`config.mk`:
```
export PLATFORM = sky130hd
export DESIGN_NAME = frame_header_parser
export DESIGN_NICKNAME = d
export VERILOG_FILES = /design/src/hdl/frame_header_parser_pkg.sv /design/src/hdl/frame_header_parser.sv
export VERILOG_INCLUDE_DIRS = /design/src /design/src/hdl
export SDC_FILE = /design/constraint.sdc
export NUM_CORES = 1
export LEC_CHECK = 0
export ABC_CLOCK_PERIOD_IN_PS = 7100
export BUFFER_PORTS_ARGS = -buffer_cell sky130_fd_sc_hd__buf_2
export CORE_UTILIZATION = 29
export CTS_CLUSTER_DIAMETER = 80
export CTS_CLUSTER_SIZE = 14
export DETAILED_ROUTE_END_ITERATION = 6
export SYNTH_ARGS = -nofsm -noshare
export SYNTH_HDL_FRONTEND = slang
export SYNTH_SLANG_ARGS = --single-unit
```
`constraint.sdc`:
```
create_clock -name clk -period 7.1 [get_ports clk]
set_input_delay 0.71 -clock clk [delete_from_list [all_inputs] [get_ports clk]]
set_output_delay 0.71 -clock clk [all_outputs]
set_load 0.02 [all_outputs]
```
`src/hdl/frame_header_parser_defines.svh`:
```
// constants for the frame header parser: offsets, fields, resets, timing
`ifndef FRAME_HEADER_PARSER_DEFINES_SVH
`define FRAME_HEADER_PARSER_DEFINES_SVH
`define FHP_CLK_HZ 40000000
// register byte offsets
`define FHP_OFF_CTRL 8'h00
`define FHP_OFF_STATUS 8'h04
`define FHP_OFF_FCF 8'h08
`define FHP_OFF_TIMING 8'h0C
`define FHP_OFF_PSDU_T 8'h10
// control fields
`define FHP_CTRL_AACK 0
`define FHP_CTRL_ARET 1
`define FHP_CTRL_UPLD 2
`define FHP_CTRL_PEND 3
`define FHP_CTRL_FVN_LO 4
`define FHP_CTRL_RATE_LO 6
`define FHP_CTRL_RESET 8'h00
// frame control fields, frame lengths, command id and broadcast address
`define FHP_FCF_SEC 3
`define FHP_FCF_PEND 4
`define FHP_FCF_AREQ 5
`define FHP_FCF_PANC 6
`define FHP_LEN_MAX 7'd127
`define FHP_LEN_ACK 7'd5
`define FHP_LEN_MPDU_MIN 7'd9
`define FHP_CMD_DATA_REQ 8'h04
`define FHP_BCAST 16'hFFFF
// on-air times
`define FHP_SHR_US 160
`define FHP_PHR_US 32
`define FHP_ACK_US 192
`define FHP_PSDU_US_250 4064
`define FHP_PSDU_US_500 2032
`define FHP_PSDU_US_1000 1016
`define FHP_PSDU_US_2000 508
`define FHP_SHR_CYC (`FHP_SHR_US * (`FHP_CLK_HZ / 1000000))
`define FHP_PHR_CYC (`FHP_PHR_US * (`FHP_CLK_HZ / 1000000))
`define FHP_ACK_CYC (`FHP_ACK_US * (`FHP_CLK_HZ / 1000000))
`endif

```
`src/hdl/frame_header_parser_pkg.sv`:
```
// types shared by the frame header parser
`default_nettype none
package frame_header_parser_pkg;
  typedef enum logic [2:0] {
    FT_BEACON, FT_DATA, FT_ACK, FT_CMD, FT_RES4, FT_RES5, FT_RES6, FT_RES7
  } frame_type_t;
  typedef enum logic [1:0] {AM_NONE, AM_RES, AM_SHORT, AM_EXT} addr_mode_t;
  typedef enum logic [1:0] {LC_RESERVED, LC_ACK, LC_MPDU, LC_INVALID} len_class_t;
  typedef enum logic [1:0] {RATE_250, RATE_500, RATE_1000, RATE_2000} rate_t;
endpackage
`default_nettype wire

```
`src/hdl/frame_header_parser.sv`:
```
// receive-side header parser and classifier for 802.15.4 frames, AXI4-Lite regs
`include "frame_header_parser_defines.svh"
`default_nettype none
module frame_header_parser (
  input wire logic clk,
  input wire logic rst,
  // received octet stream from the demodulator
  input wire logic rx_sfd,
  input wire logic rx_valid,
  input wire logic [7:0] rx_data,
  input wire logic rx_end,
  // transmitted frame notification for the retry engine
  input wire logic tx_done,
  input wire logic [15:0] tx_fcf,
  // stored-octet path toward the frame buffer, frame status and ack/retry flags
  output logic buf_we,
  output logic [7:0] buf_data,
  output logic frame_start,
  output logic frame_match,
  output logic ack_req,
  output logic ack_pending,
  output logic [7:0] ack_seq,
  output logic wait_ack,
  output logic tx_finished,
  output logic payload_octet,
  output logic fcs_octet,
  // AXI4-Lite slave
  input wire logic [7:0] s_awaddr,
  input wire logic s_awvalid,
  output logic s_awready,
  input wire logic [31:0] s_wdata,
  input wire logic [3:0] s_wstrb,
  input wire logic s_wvalid,
  output logic s_wready,
  output logic [1:0] s_bresp,
  output logic s_bvalid,
  input wire logic s_bready,
  input wire logic [7:0] s_araddr,
  input wire logic s_arvalid,
  output logic s_arready,
  output logic [31:0] s_rdata,
  output logic [1:0] s_rresp,
  output logic s_rvalid,
  input wire logic s_rready
);
  import frame_header_parser_pkg::*;

  typedef struct packed {
    logic [7:0] ctrl;
    logic aw_got;
    logic [7:0] aw_addr;
    logic w_got;
    logic [31:0] w_data;
    logic w_strb0;
    logic bvalid;
    logic rvalid;
    logic [31:0] rdata;
    logic [1:0] rresp;
    logic [1:0] bresp;
    logic in_frame;
    logic [6:0] len;
    logic [6:0] idx;
    logic [15:0] fcf;
    logic [7:0] seq;
    logic [7:0] cmd_id;
    logic [4:0] cmd_pos;
    len_class_t lclass;
    logic buf_we;
    logic [7:0] buf_data;
    logic frame_start;
    logic frame_match;
    logic ack_req;
    logic ack_pending;
    logic [7:0] ack_seq;
    logic wait_ack;
    logic tx_finished;
    logic payload_octet;
    logic fcs_octet;
    logic dst_bcast;
    logic [15:0] dst_short;
  } state_t;

  state_t q, d;

  // ----------------------------------------------------------------
  // header decode
  // ----------------------------------------------------------------
  frame_type_t ftype;
  addr_mode_t dmode, smode;
  logic [1:0] fver;
  logic type_ok, ver_ok, fver_ack_ok, filt_pass, dreq;
  logic [4:0] hdr_len;
  logic [6:0] len_in;

  always_comb begin
    ftype = frame_type_t'(q.fcf[2:0]);
    dmode = addr_mode_t'(q.fcf[11:10]);
    smode = addr_mode_t'(q.fcf[15:14]);
    fver = q.fcf[13:12];
    type_ok = (q.fcf[2:0] <= 3'h3) || q.ctrl[`FHP_CTRL_UPLD];
    ver_ok = (fver <= 2'h1);
    // policy value n: acknowledge versions up to n, 3 acknowledges any
    fver_ack_ok = (q.ctrl[`FHP_CTRL_FVN_LO +: 2] == 2'h3) ||
                  (fver <= q.ctrl[`FHP_CTRL_FVN_LO +: 2]);
    // the security flag rejects only the 2003 version; 2003 secured is unsupported
    filt_pass = type_ok && (ver_ok || q.ctrl[`FHP_CTRL_FVN_LO +: 2] != 2'h1) &&
                !(q.fcf[`FHP_FCF_SEC] && fver == 2'h0) &&
                (ftype != FT_ACK) && (dmode >= AM_SHORT || smode >= AM_SHORT);
    // position of the command id: fcf+seq, dst pan+addr, src pan unless compressed
    hdr_len = 5'd3;
    if (dmode >= AM_SHORT) begin
      hdr_len = hdr_len + ((dmode == AM_EXT) ? 5'd10 : 5'd4);
    end
    if (smode >= AM_SHORT) begin
      hdr_len = hdr_len + ((dmode >= AM_SHORT && q.fcf[`FHP_FCF_PANC]) ? 5'd0 : 5'd2);
      hdr_len = hdr_len + ((smode == AM_EXT) ? 5'd8 : 5'd2);
    end
    dreq = (ftype == FT_CMD) && (q.cmd_id == `FHP_CMD_DATA_REQ);
    len_in = rx_data[6:0];
  end

  // ----------------------------------------------------------------
  // next state
  // ----------------------------------------------------------------
  logic [31:0] max_cyc;

  always_comb begin
    d = q;
    d.buf_we = 1'b0;
    d.frame_start = 1'b0;
    d.frame_match = 1'b0;
    d.ack_req = 1'b0;
    d.tx_finished = 1'b0;
    d.payload_octet = 1'b0;
    d.fcs_octet = 1'b0;
    case (rate_t'(q.ctrl[`FHP_CTRL_RATE_LO +: 2]))
      RATE_250: max_cyc = 32'(`FHP_PSDU_US_250 * (`FHP_CLK_HZ / 1000000));
      RATE_500: max_cyc = 32'(`FHP_PSDU_US_500 * (`FHP_CLK_HZ / 1000000));
      RATE_1000: max_cyc = 32'(`FHP_PSDU_US_1000 * (`FHP_CLK_HZ / 1000000));
      default: max_cyc = 32'(`FHP_PSDU_US_2000 * (`FHP_CLK_HZ / 1000000));
    endcase

    // receive path
    if (rx_sfd) begin
      d.in_frame = 1'b1;
      d.idx = 7'd0;
      d.len = 7'd0;
    end else if (rx_valid && q.in_frame) begin
      if (q.len == 7'd0 && q.idx == 7'd0) begin
        if (len_in == 7'd0) begin
          d.in_frame = 1'b0;
        end else begin
          d.len = len_in;
          d.frame_start = 1'b1;
          d.buf_we = 1'b1;
          d.buf_data = rx_data; // bit 7 passes through untouched
          d.fcf = 16'h0000;
          d.cmd_id = 8'h00;
          d.cmd_pos = 5'd31;
          d.dst_bcast = 1'b0;
          if (len_in < `FHP_LEN_ACK) d.lclass = LC_RESERVED;
          else if (len_in == `FHP_LEN_ACK) d.lclass = LC_ACK;
          else if (len_in < `FHP_LEN_MPDU_MIN) d.lclass = LC_RESERVED;
          else d.lclass = LC_MPDU;
        end
      end else begin
        d.idx = q.idx + 7'd1;
        d.buf_we = 1'b1;
        d.buf_data = rx_data;
        if (q.idx == 7'd0) d.fcf[7:0] = rx_data;
        if (q.idx == 7'd1) d.fcf[15:8] = rx_data;
        if (q.idx == 7'd2) begin
          d.seq = rx_data;
          d.cmd_pos = hdr_len;
        end
        if (q.idx == 7'd5) d.dst_short[7:0] = rx_data;
        if (q.idx == 7'd6) d.dst_short[15:8] = rx_data;
        if (q.idx == 7'(q.cmd_pos)) d.cmd_id = rx_data;
        // widened so the last octet of a 127-octet frame cannot wrap into the payload
        if ({1'b0, q.idx} + 8'd2 >= {1'b0, q.len}) d.fcs_octet = 1'b1;
        else d.payload_octet = 1'b1;
        if (q.idx + 7'd1 == q.len) d.in_frame = 1'b0;
      end
    end
    if (q.idx == 7'd7) begin
      d.dst_bcast = (dmode == AM_SHORT) && (q.dst_short == `FHP_BCAST);
    end

    // end of frame: filter and auto acknowledgement
    if (rx_end && q.len != 7'd0 && q.lclass != LC_RESERVED) begin
      d.len = 7'd0;
      d.idx = 7'd0;
      d.in_frame = 1'b0;
      d.frame_match = filt_pass;
      if (q.ctrl[`FHP_CTRL_AACK] && filt_pass && q.fcf[`FHP_FCF_AREQ] && !q.dst_bcast &&
          (ftype == FT_DATA || ftype == FT_CMD) && fver_ack_ok) begin
        d.ack_req = 1'b1;
        d.ack_seq = q.seq;
        d.ack_pending = dreq && q.ctrl[`FHP_CTRL_PEND];
      end
    end else if (rx_end) begin
      d.len = 7'd0;
      d.idx = 7'd0;
      d.in_frame = 1'b0;
    end

    // transmit side of auto retry
    if (tx_done && q.ctrl[`FHP_CTRL_ARET]) begin
      if (tx_fcf[`FHP_FCF_AREQ]) d.wait_ack = 1'b1;
      else begin
        d.wait_ack = 1'b0;
        d.tx_finished = 1'b1;
      end
    end else if (q.wait_ack && rx_end && q.lclass == LC_ACK) begin
      d.wait_ack = 1'b0;
      d.tx_finished = 1'b1;
    end

    // ----------------------------------------------------------------
    // AXI4-Lite slave
    // ----------------------------------------------------------------
    if (s_awvalid && !q.aw_got) begin
      d.aw_got = 1'b1;
      d.aw_addr = s_awaddr;
    end
    if (s_wvalid && !q.w_got) begin
      d.w_got = 1'b1;
      d.w_data = s_wdata;
      d.w_strb0 = s_wstrb[0];
    end
    if (q.aw_got && q.w_got && !q.bvalid) begin
      d.aw_got = 1'b0;
      d.w_got = 1'b0;
      d.bvalid = 1'b1;
      d.bresp = 2'b00;
      if (q.aw_addr == `FHP_OFF_CTRL) begin
        if (q.w_strb0) d.ctrl = q.w_data[7:0];
      end else begin
        d.bresp = 2'b10;
      end
    end
    if (q.bvalid && s_bready) d.bvalid = 1'b0;
    if (s_arvalid && !q.rvalid) begin
      d.rvalid = 1'b1;
      d.rdata = 32'h0000_0000;
      d.rresp = 2'b00;
      case (s_araddr)
        `FHP_OFF_CTRL: d.rdata = {24'h000000, q.ctrl};
        `FHP_OFF_STATUS: d.rdata = {24'h000000, q.wait_ack, q.in_frame, q.lclass, 1'b0, q.len[2:0]};
        `FHP_OFF_FCF: d.rdata = {8'h00, q.seq, q.fcf};
        `FHP_OFF_TIMING: d.rdata = {8'h00, 8'(`FHP_ACK_CYC / 40), 8'(`FHP_SHR_CYC / 40), 8'(`FHP_PHR_CYC / 40)};
        `FHP_OFF_PSDU_T: d.rdata = max_cyc;
        default: begin
          d.rresp = 2'b10;
        end
      endcase
    end
    if (q.rvalid && s_rready) d.rvalid = 1'b0;
  end

  always_ff @(posedge clk) begin
    if (rst) begin
      q <= '0;
      q.ctrl <= `FHP_CTRL_RESET;
      q.lclass <= LC_INVALID;
    end else begin
      q <= d;
    end
  end

  // ----------------------------------------------------------------
  // outputs
  // ----------------------------------------------------------------
  assign s_awready = !q.aw_got;
  assign s_wready = !q.w_got;
  assign s_arready = !q.rvalid;
  assign s_bvalid = q.bvalid;
  assign s_bresp = q.bresp;
  assign s_rvalid = q.rvalid;
  assign s_rdata = q.rdata;
  assign s_rresp = q.rresp;
  assign buf_we = q.buf_we;
  assign buf_data = q.buf_data;
  assign frame_start = q.frame_start;
  assign frame_match = q.frame_match;
  assign ack_req = q.ack_req;
  assign ack_pending = q.ack_pending;
  assign ack_seq = q.ack_seq;
  assign wait_ack = q.wait_ack;
  assign tx_finished = q.tx_finished;
  assign payload_octet = q.payload_octet;
  assign fcs_octet = q.fcs_octet;
endmodule
`default_nettype wire

```
## Word level (Yosys, flattened, before mapping)

Cells that the tools add are included.

- Bits in registers: 161
- Bits in latches: 0
- RAM bits: 0
- Bits in read-only memories: 0
- Input bits: 87
- Output and inout port bits: 66
- Word-level logic and storage cells: 211
- Memories kept: 0

- Add/subtract/negate cells: 5
- Multiply operators: 0
- Div/mod/pow operators: 0
- $lt $le $gt $ge: 8
- Eq/ne operators: 29
- Shift operators: 0
- Mux-type cells: 48
- Bitwise operators: 5
- Reduce and logical (&&, ||, !) cells: 82

Operator list:

| kind | count |
|---|---|
| $pmux 32 s5 | 1 |
| $mux 64 | 1 |
| $mux 8 | 7 |
| $pmux 18 s3 | 1 |
| $mux 16 | 3 |
| $reduce_and 4->1 | 9 |
| $mux 17 | 2 |
| $eq 7x3->1 const B | 4 |
| $logic_and 1x1->1 | 28 |
| $mux 25 | 1 |
| $logic_not 7->1 | 3 |
| $mux 7 | 3 |
| $mux 2 | 9 |
| $reduce_bool 2->1 | 9 |
| $eq 16x16->1 const B | 1 |
| $eq 8x3->1 const B | 2 |
| $eq 8x4->1 const B | 2 |
| $logic_not 8->1 | 2 |
| $mux 15 | 1 |
| $mux 5 | 3 |
| $mux 13 | 1 |
| $reduce_and 3->1 | 4 |
| $reduce_or 4->1 | 3 |
| $mux 1 | 11 |
| 37 further kinds | 66 |

## Longest topological paths before layout

- Depth after elaboration: 12
- Gate-level depth with buffers: 9
- Gate-level depth less buffers: 8

## Worst setup path after synthesis

OpenSTA, ideal clock, no wires.

- Path type: input to register
- Start: input rx_data[4]
- End: register q, in the netlist ftype[0]
- Arrival time: 2434 ps
- Data required time: 6972 ps
- Slack: 4538 ps
- Stages on the path: 6
- Buffers on the path: 1
- Cells stage by stage: buf_2 -> or4_4 -> or4_4 -> o211ai_4 -> mux2i_1 -> nor2_1

- Word-level cells in the longest chain between the ends: 3

Ends and longest elaborated chain:

| item | line | RTL |
|---|---|---|
| start, declared | frame_header_parser.sv:10 | `input wire logic [7:0] rx_data,` |
| $logic_not 7->1 | frame_header_parser.sv:150 | `if (len_in == 7'd0) begin` |
| $ne 2x2->1 (no source line) | - |  |
| $reduce_and 4->1 (no source line) | - |  |
| end, declared | frame_header_parser.sv:83 | `state_t q, d;` |

Every way passes these cells.
A chain may end at the register's enable or synchronous reset.

## Final worst setup path

- Start: input rx_data[3]
- End: register q, in the netlist buf_data[1]

- Word-level cells in the longest chain between the ends: 3

Ends and longest elaborated chain:

| item | line |
|---|---|
| $logic_not 7->1 | frame_header_parser.sv:150 |
| $ne 2x2->1 (no source line) | - |
| $reduce_and 3->1 (no source line) | - |

Every way passes these cells.

==> results.md <==
* Status: finished clean
* # IOs at 153
* CP Launch Type: primary input
* Max incr delay on CP at 0.84 ns
* Detailed-route via count at 5902
* Hold Path End: s_rdata[2]$_SDFFE_PP0P_
* Die area at 0.0259 mm²
* Power Density at 229 mW/mm²
* Gates resized, CTS repair at 0
* Num CTS Buffers at 17
* VDD IR max at 0.132 mV
* Crit-path most repeated cell: or4_4
* Cells after Synth at 841
* Worst EP arrival at 3.09 ns
* Comb pwr share at 0.055
* Worst-path clk slew at 0.07 ns
* Via-per-instance ratio at 4.88
* Final Util at 0.339
* Clock network power share at 0.490
* Wirelength per Cell at 15.7 µm
* Leak pwr at 3.43 nW
* CP Class: in2reg
* Placement-stage cell area at 0.00770 mm²
* Largest net degree at the start of global routing at 81
* Post-synth EDFFs at 0
* Grt met2 use at 0.230
* WP buf/inv at 1
* Slowest CP cell: o21ai_1
* First-pass GRT wire length at 30.7 mm
* Non-Filler Instances at about 1200
* Starting Density at 0.298
* Total Power at approximately 1.9 mW
* Gr ovfl total at 0
* Final setup violation count at 0
* Remaining DRCs at 0
* #FFs+latches synth at between 150 and 200
* Layout cells sized above 1 at 0.166
* Switching Share at 0.251
* Final Max Tran Viols at 0
* Met3 Use GR at 0.0390
* Post-route cell area at between 0.008 and 0.009 mm²
* CP required at 7.40 ns
* Int Pwr at 1.42 mW
* R2r startpoint: q[91]$_SDFFE_PP0P_
* Antenna-violating nets left at 0
* HPWL Detailed at 13.8 mm
* Chip width at 161 µm
* Vias in the first global route at 5590
* R2r worst-path depth at 5
* Total Routing Usage GR at 0.151
* Critical-path cell list: buf_2 > or4_4 > or4_4 > o21ai_1 > mux2i_1 > nor2_1
* Relative slew slack at 0.291
* Setup Buffers After CTS at 0
* Placed insts at 1176
* Crit path time final at about 2.8 ns
* Setup Skew at just under 0.01 ns
* Synthesized area at 0.00732 mm²
* Area Overhead vs Synth at 13.5%
* Die Y at 161 µm
* H-tree levels at 4
* Distinct cells, synth at 64
* Core ar. at 0.0245 mm²
* Worst Hold Launch: s_rdata[2]$_SDFFE_PP0P_
* Worst reg2reg endpoint: buf_data[1]$_SDFFE_PP0P_
* Port Buffers at 100
* 1st-pass router iterations at 7
* NetSw at 478 µW
* Worst Hold Depth at 2
* Worst hold path class: reg2reg
* Grt peak-use layer: met2
* Worst setup EP type: flop
* Setup TNS at 0 ns
* Initial antenna violation count at 1
* Ys Warns at 0
* Clock Path Buffers at 2
* Fmax at 0.358 GHz
* R2R Setup Slk at 4.46 ns
* Seq/Total Area, Yosys at 0.413
* Layout net count at 981
* Worst skew pair latency at 0.43 ns
* Starting DRT DRC Count at ~420
* Asr flop ratio synth at 0
* GPL Wtd Cong at 0.809
* Syn Area/Cell at 8.70 µm²
* Crit-path leading delay family: simple AND/OR/NAND/NOR gates
* Std-Cell Rows at 57
* Met1 usage at 0.210
* Final wirelength at ~19 mm
* Tcrit/Tclk final at 0.393
* Hold Vio Cnt, Final at 0
* TritonCTS clock tree: built
* Clk root buf: clkbuf_16
* CTS Sinks at roughly 150
* Max Cap Viol at 0
* Number of hold buffers added after CTS at 0
* Tightest Pin Transition at 1.06 ns
* Sequential share of power at 0.455
* Critical path fanouts, max at 9
* RSZ-0062 raised after global routing: false
* Ys flop type: dfxtp_1
## routing by layer
metal	wire (µm)	share of wire
met5	0	0
met4	230	0.012
met3	1130	0.060
met2	8510	0.45
met1	9080	0.48
## metrics by stage
stage	setup slack (ns)	hold slack [ns]
finish	4.31	0.450
global route	4.14	0.461
CTS	4.31	0.453
detailed placement	3.84	0.445
global placement	3.89	0.442
floorplan	4.54	0.432
## worst max path at each step
stage                     from                        to  depth (start not counted)
CTS                 rx_data[3]  buf_data[1]$_SDFFE_PP0P_                          6
global placement    rx_data[3]  buf_data[5]$_SDFFE_PP0P_                          6
finish              rx_data[3]  buf_data[1]$_SDFFE_PP0P_                          6
global route        rx_data[3]  buf_data[0]$_SDFFE_PP0P_                          6
detailed placement  rx_data[3]  buf_data[5]$_SDFFE_PP0P_                          6
floorplan           rx_data[4]     ftype[0]$_SDFFE_PP0P_                          6
## area by class of cell
class / instances / area, µm²
Antenna cell: 1 / 2.50
Clock buffer: 17 / 425
Inverter: 28 / 105
Timing Repair Buffer: 105 / 541
Sequential cell: 151 / 3020
Clock inverter: 15 / 179
Multi-Input combinational cell: 568 / 3630
Fill cell: 2623 / 16200
Tap cell: 324 / 405
## power by group through the flow
| stage | combinational [mW] | sequential, mW | clock (mW) |
|---|---|---|---|
| after floorplan | 0.0760 | 0.883 | 0 |
| after global routing | 0.117 | 0.865 | 0.991 |
| after global placement | 0.105 | 0.883 | 0 |
| after detailed placement | 0.105 | 0.884 | 0 |
| after CTS | 0.106 | 0.864 | 0.957 |
| final | 0.105 | 0.865 | 0.932 |
## sequential cells by signal (all words and copies together) (netlist names), 2 cells and up
register,cells
fver,2
ftype,3
q,91
buf_data,8
dmode,2
s_rdata,24
ack_seq,8
## layout by cell type, fill, tap and decap left out, drive strengths merged, types with 19 or more instances in the layout
master    n
dfxtp   151
nor2    118
buf     105
nand2    64
mux2i    62
a21oi    53
inv      37
ha       21
o21ai    20
nor3     19
## Yosys cell counts (3+ instances only)
cell | number | area [µm²]
a211oi_1 | 4 | 30.0
a21o_1 | 3 | 22.5
a21oi_1 | 53 | 265
a221oi_1 | 6 | 52.6
a22o_1 | 10 | 87.6
a22oi_1 | 12 | 90.1
and2_1 | 13 | 81.3
and3_1 | 3 | 18.8
buf_1 | 3 | 11.3
buf_2 | 3 | 15.0
buf_4 | 53 | 398
clkbuf_1 | 43 | 161
dfxtp_1 | 151 | 3020
ha_1 | 21 | 263
inv_1 | 28 | 105
mux2i_1 | 62 | 621
nand2_1 | 64 | 240
nand2b_1 | 11 | 68.8
nand3_1 | 17 | 85.1
nand4_1 | 17 | 106
nand4b_1 | 4 | 35.0
nor2_1 | 118 | 443
nor2b_1 | 10 | 62.6
nor3_1 | 19 | 95.1
nor3b_1 | 5 | 37.5
nor4_1 | 9 | 56.3
o21a_1 | 4 | 30.0
o21ai_0 | 19 | 95.1
o31ai_1 | 12 | 90.1
or4_1 | 5 | 37.5
xnor2_1 | 17 | 149
xor2_1 | 4 | 35.0
## logic make-up (layout without fill, tap and decap cells)
group,after synthesis,in the layout,synth area share
XOR/XNOR,21,21,0.0251
flip-flops,151,151,0.413
AO/OA/AOI/OAI,142,142,0.131
adder cells (fa/ha/maj),23,23,0.0414
buffers and inverters,131,165,0.0959
AND/OR/NAND/NOR,308,308,0.205
multiplexers,64,64,0.0879
other,1,11,0.000512
## worst register-to-register path: stages (launching register included)
cell and delay [ns]:
dfxtp_1 0.38, nor4_1 0.72, nand4_1 0.22, o21ai_1 0.86
mux2i_1 0.28, nor2_1 0.05
(Power assumes the default switching activity.)
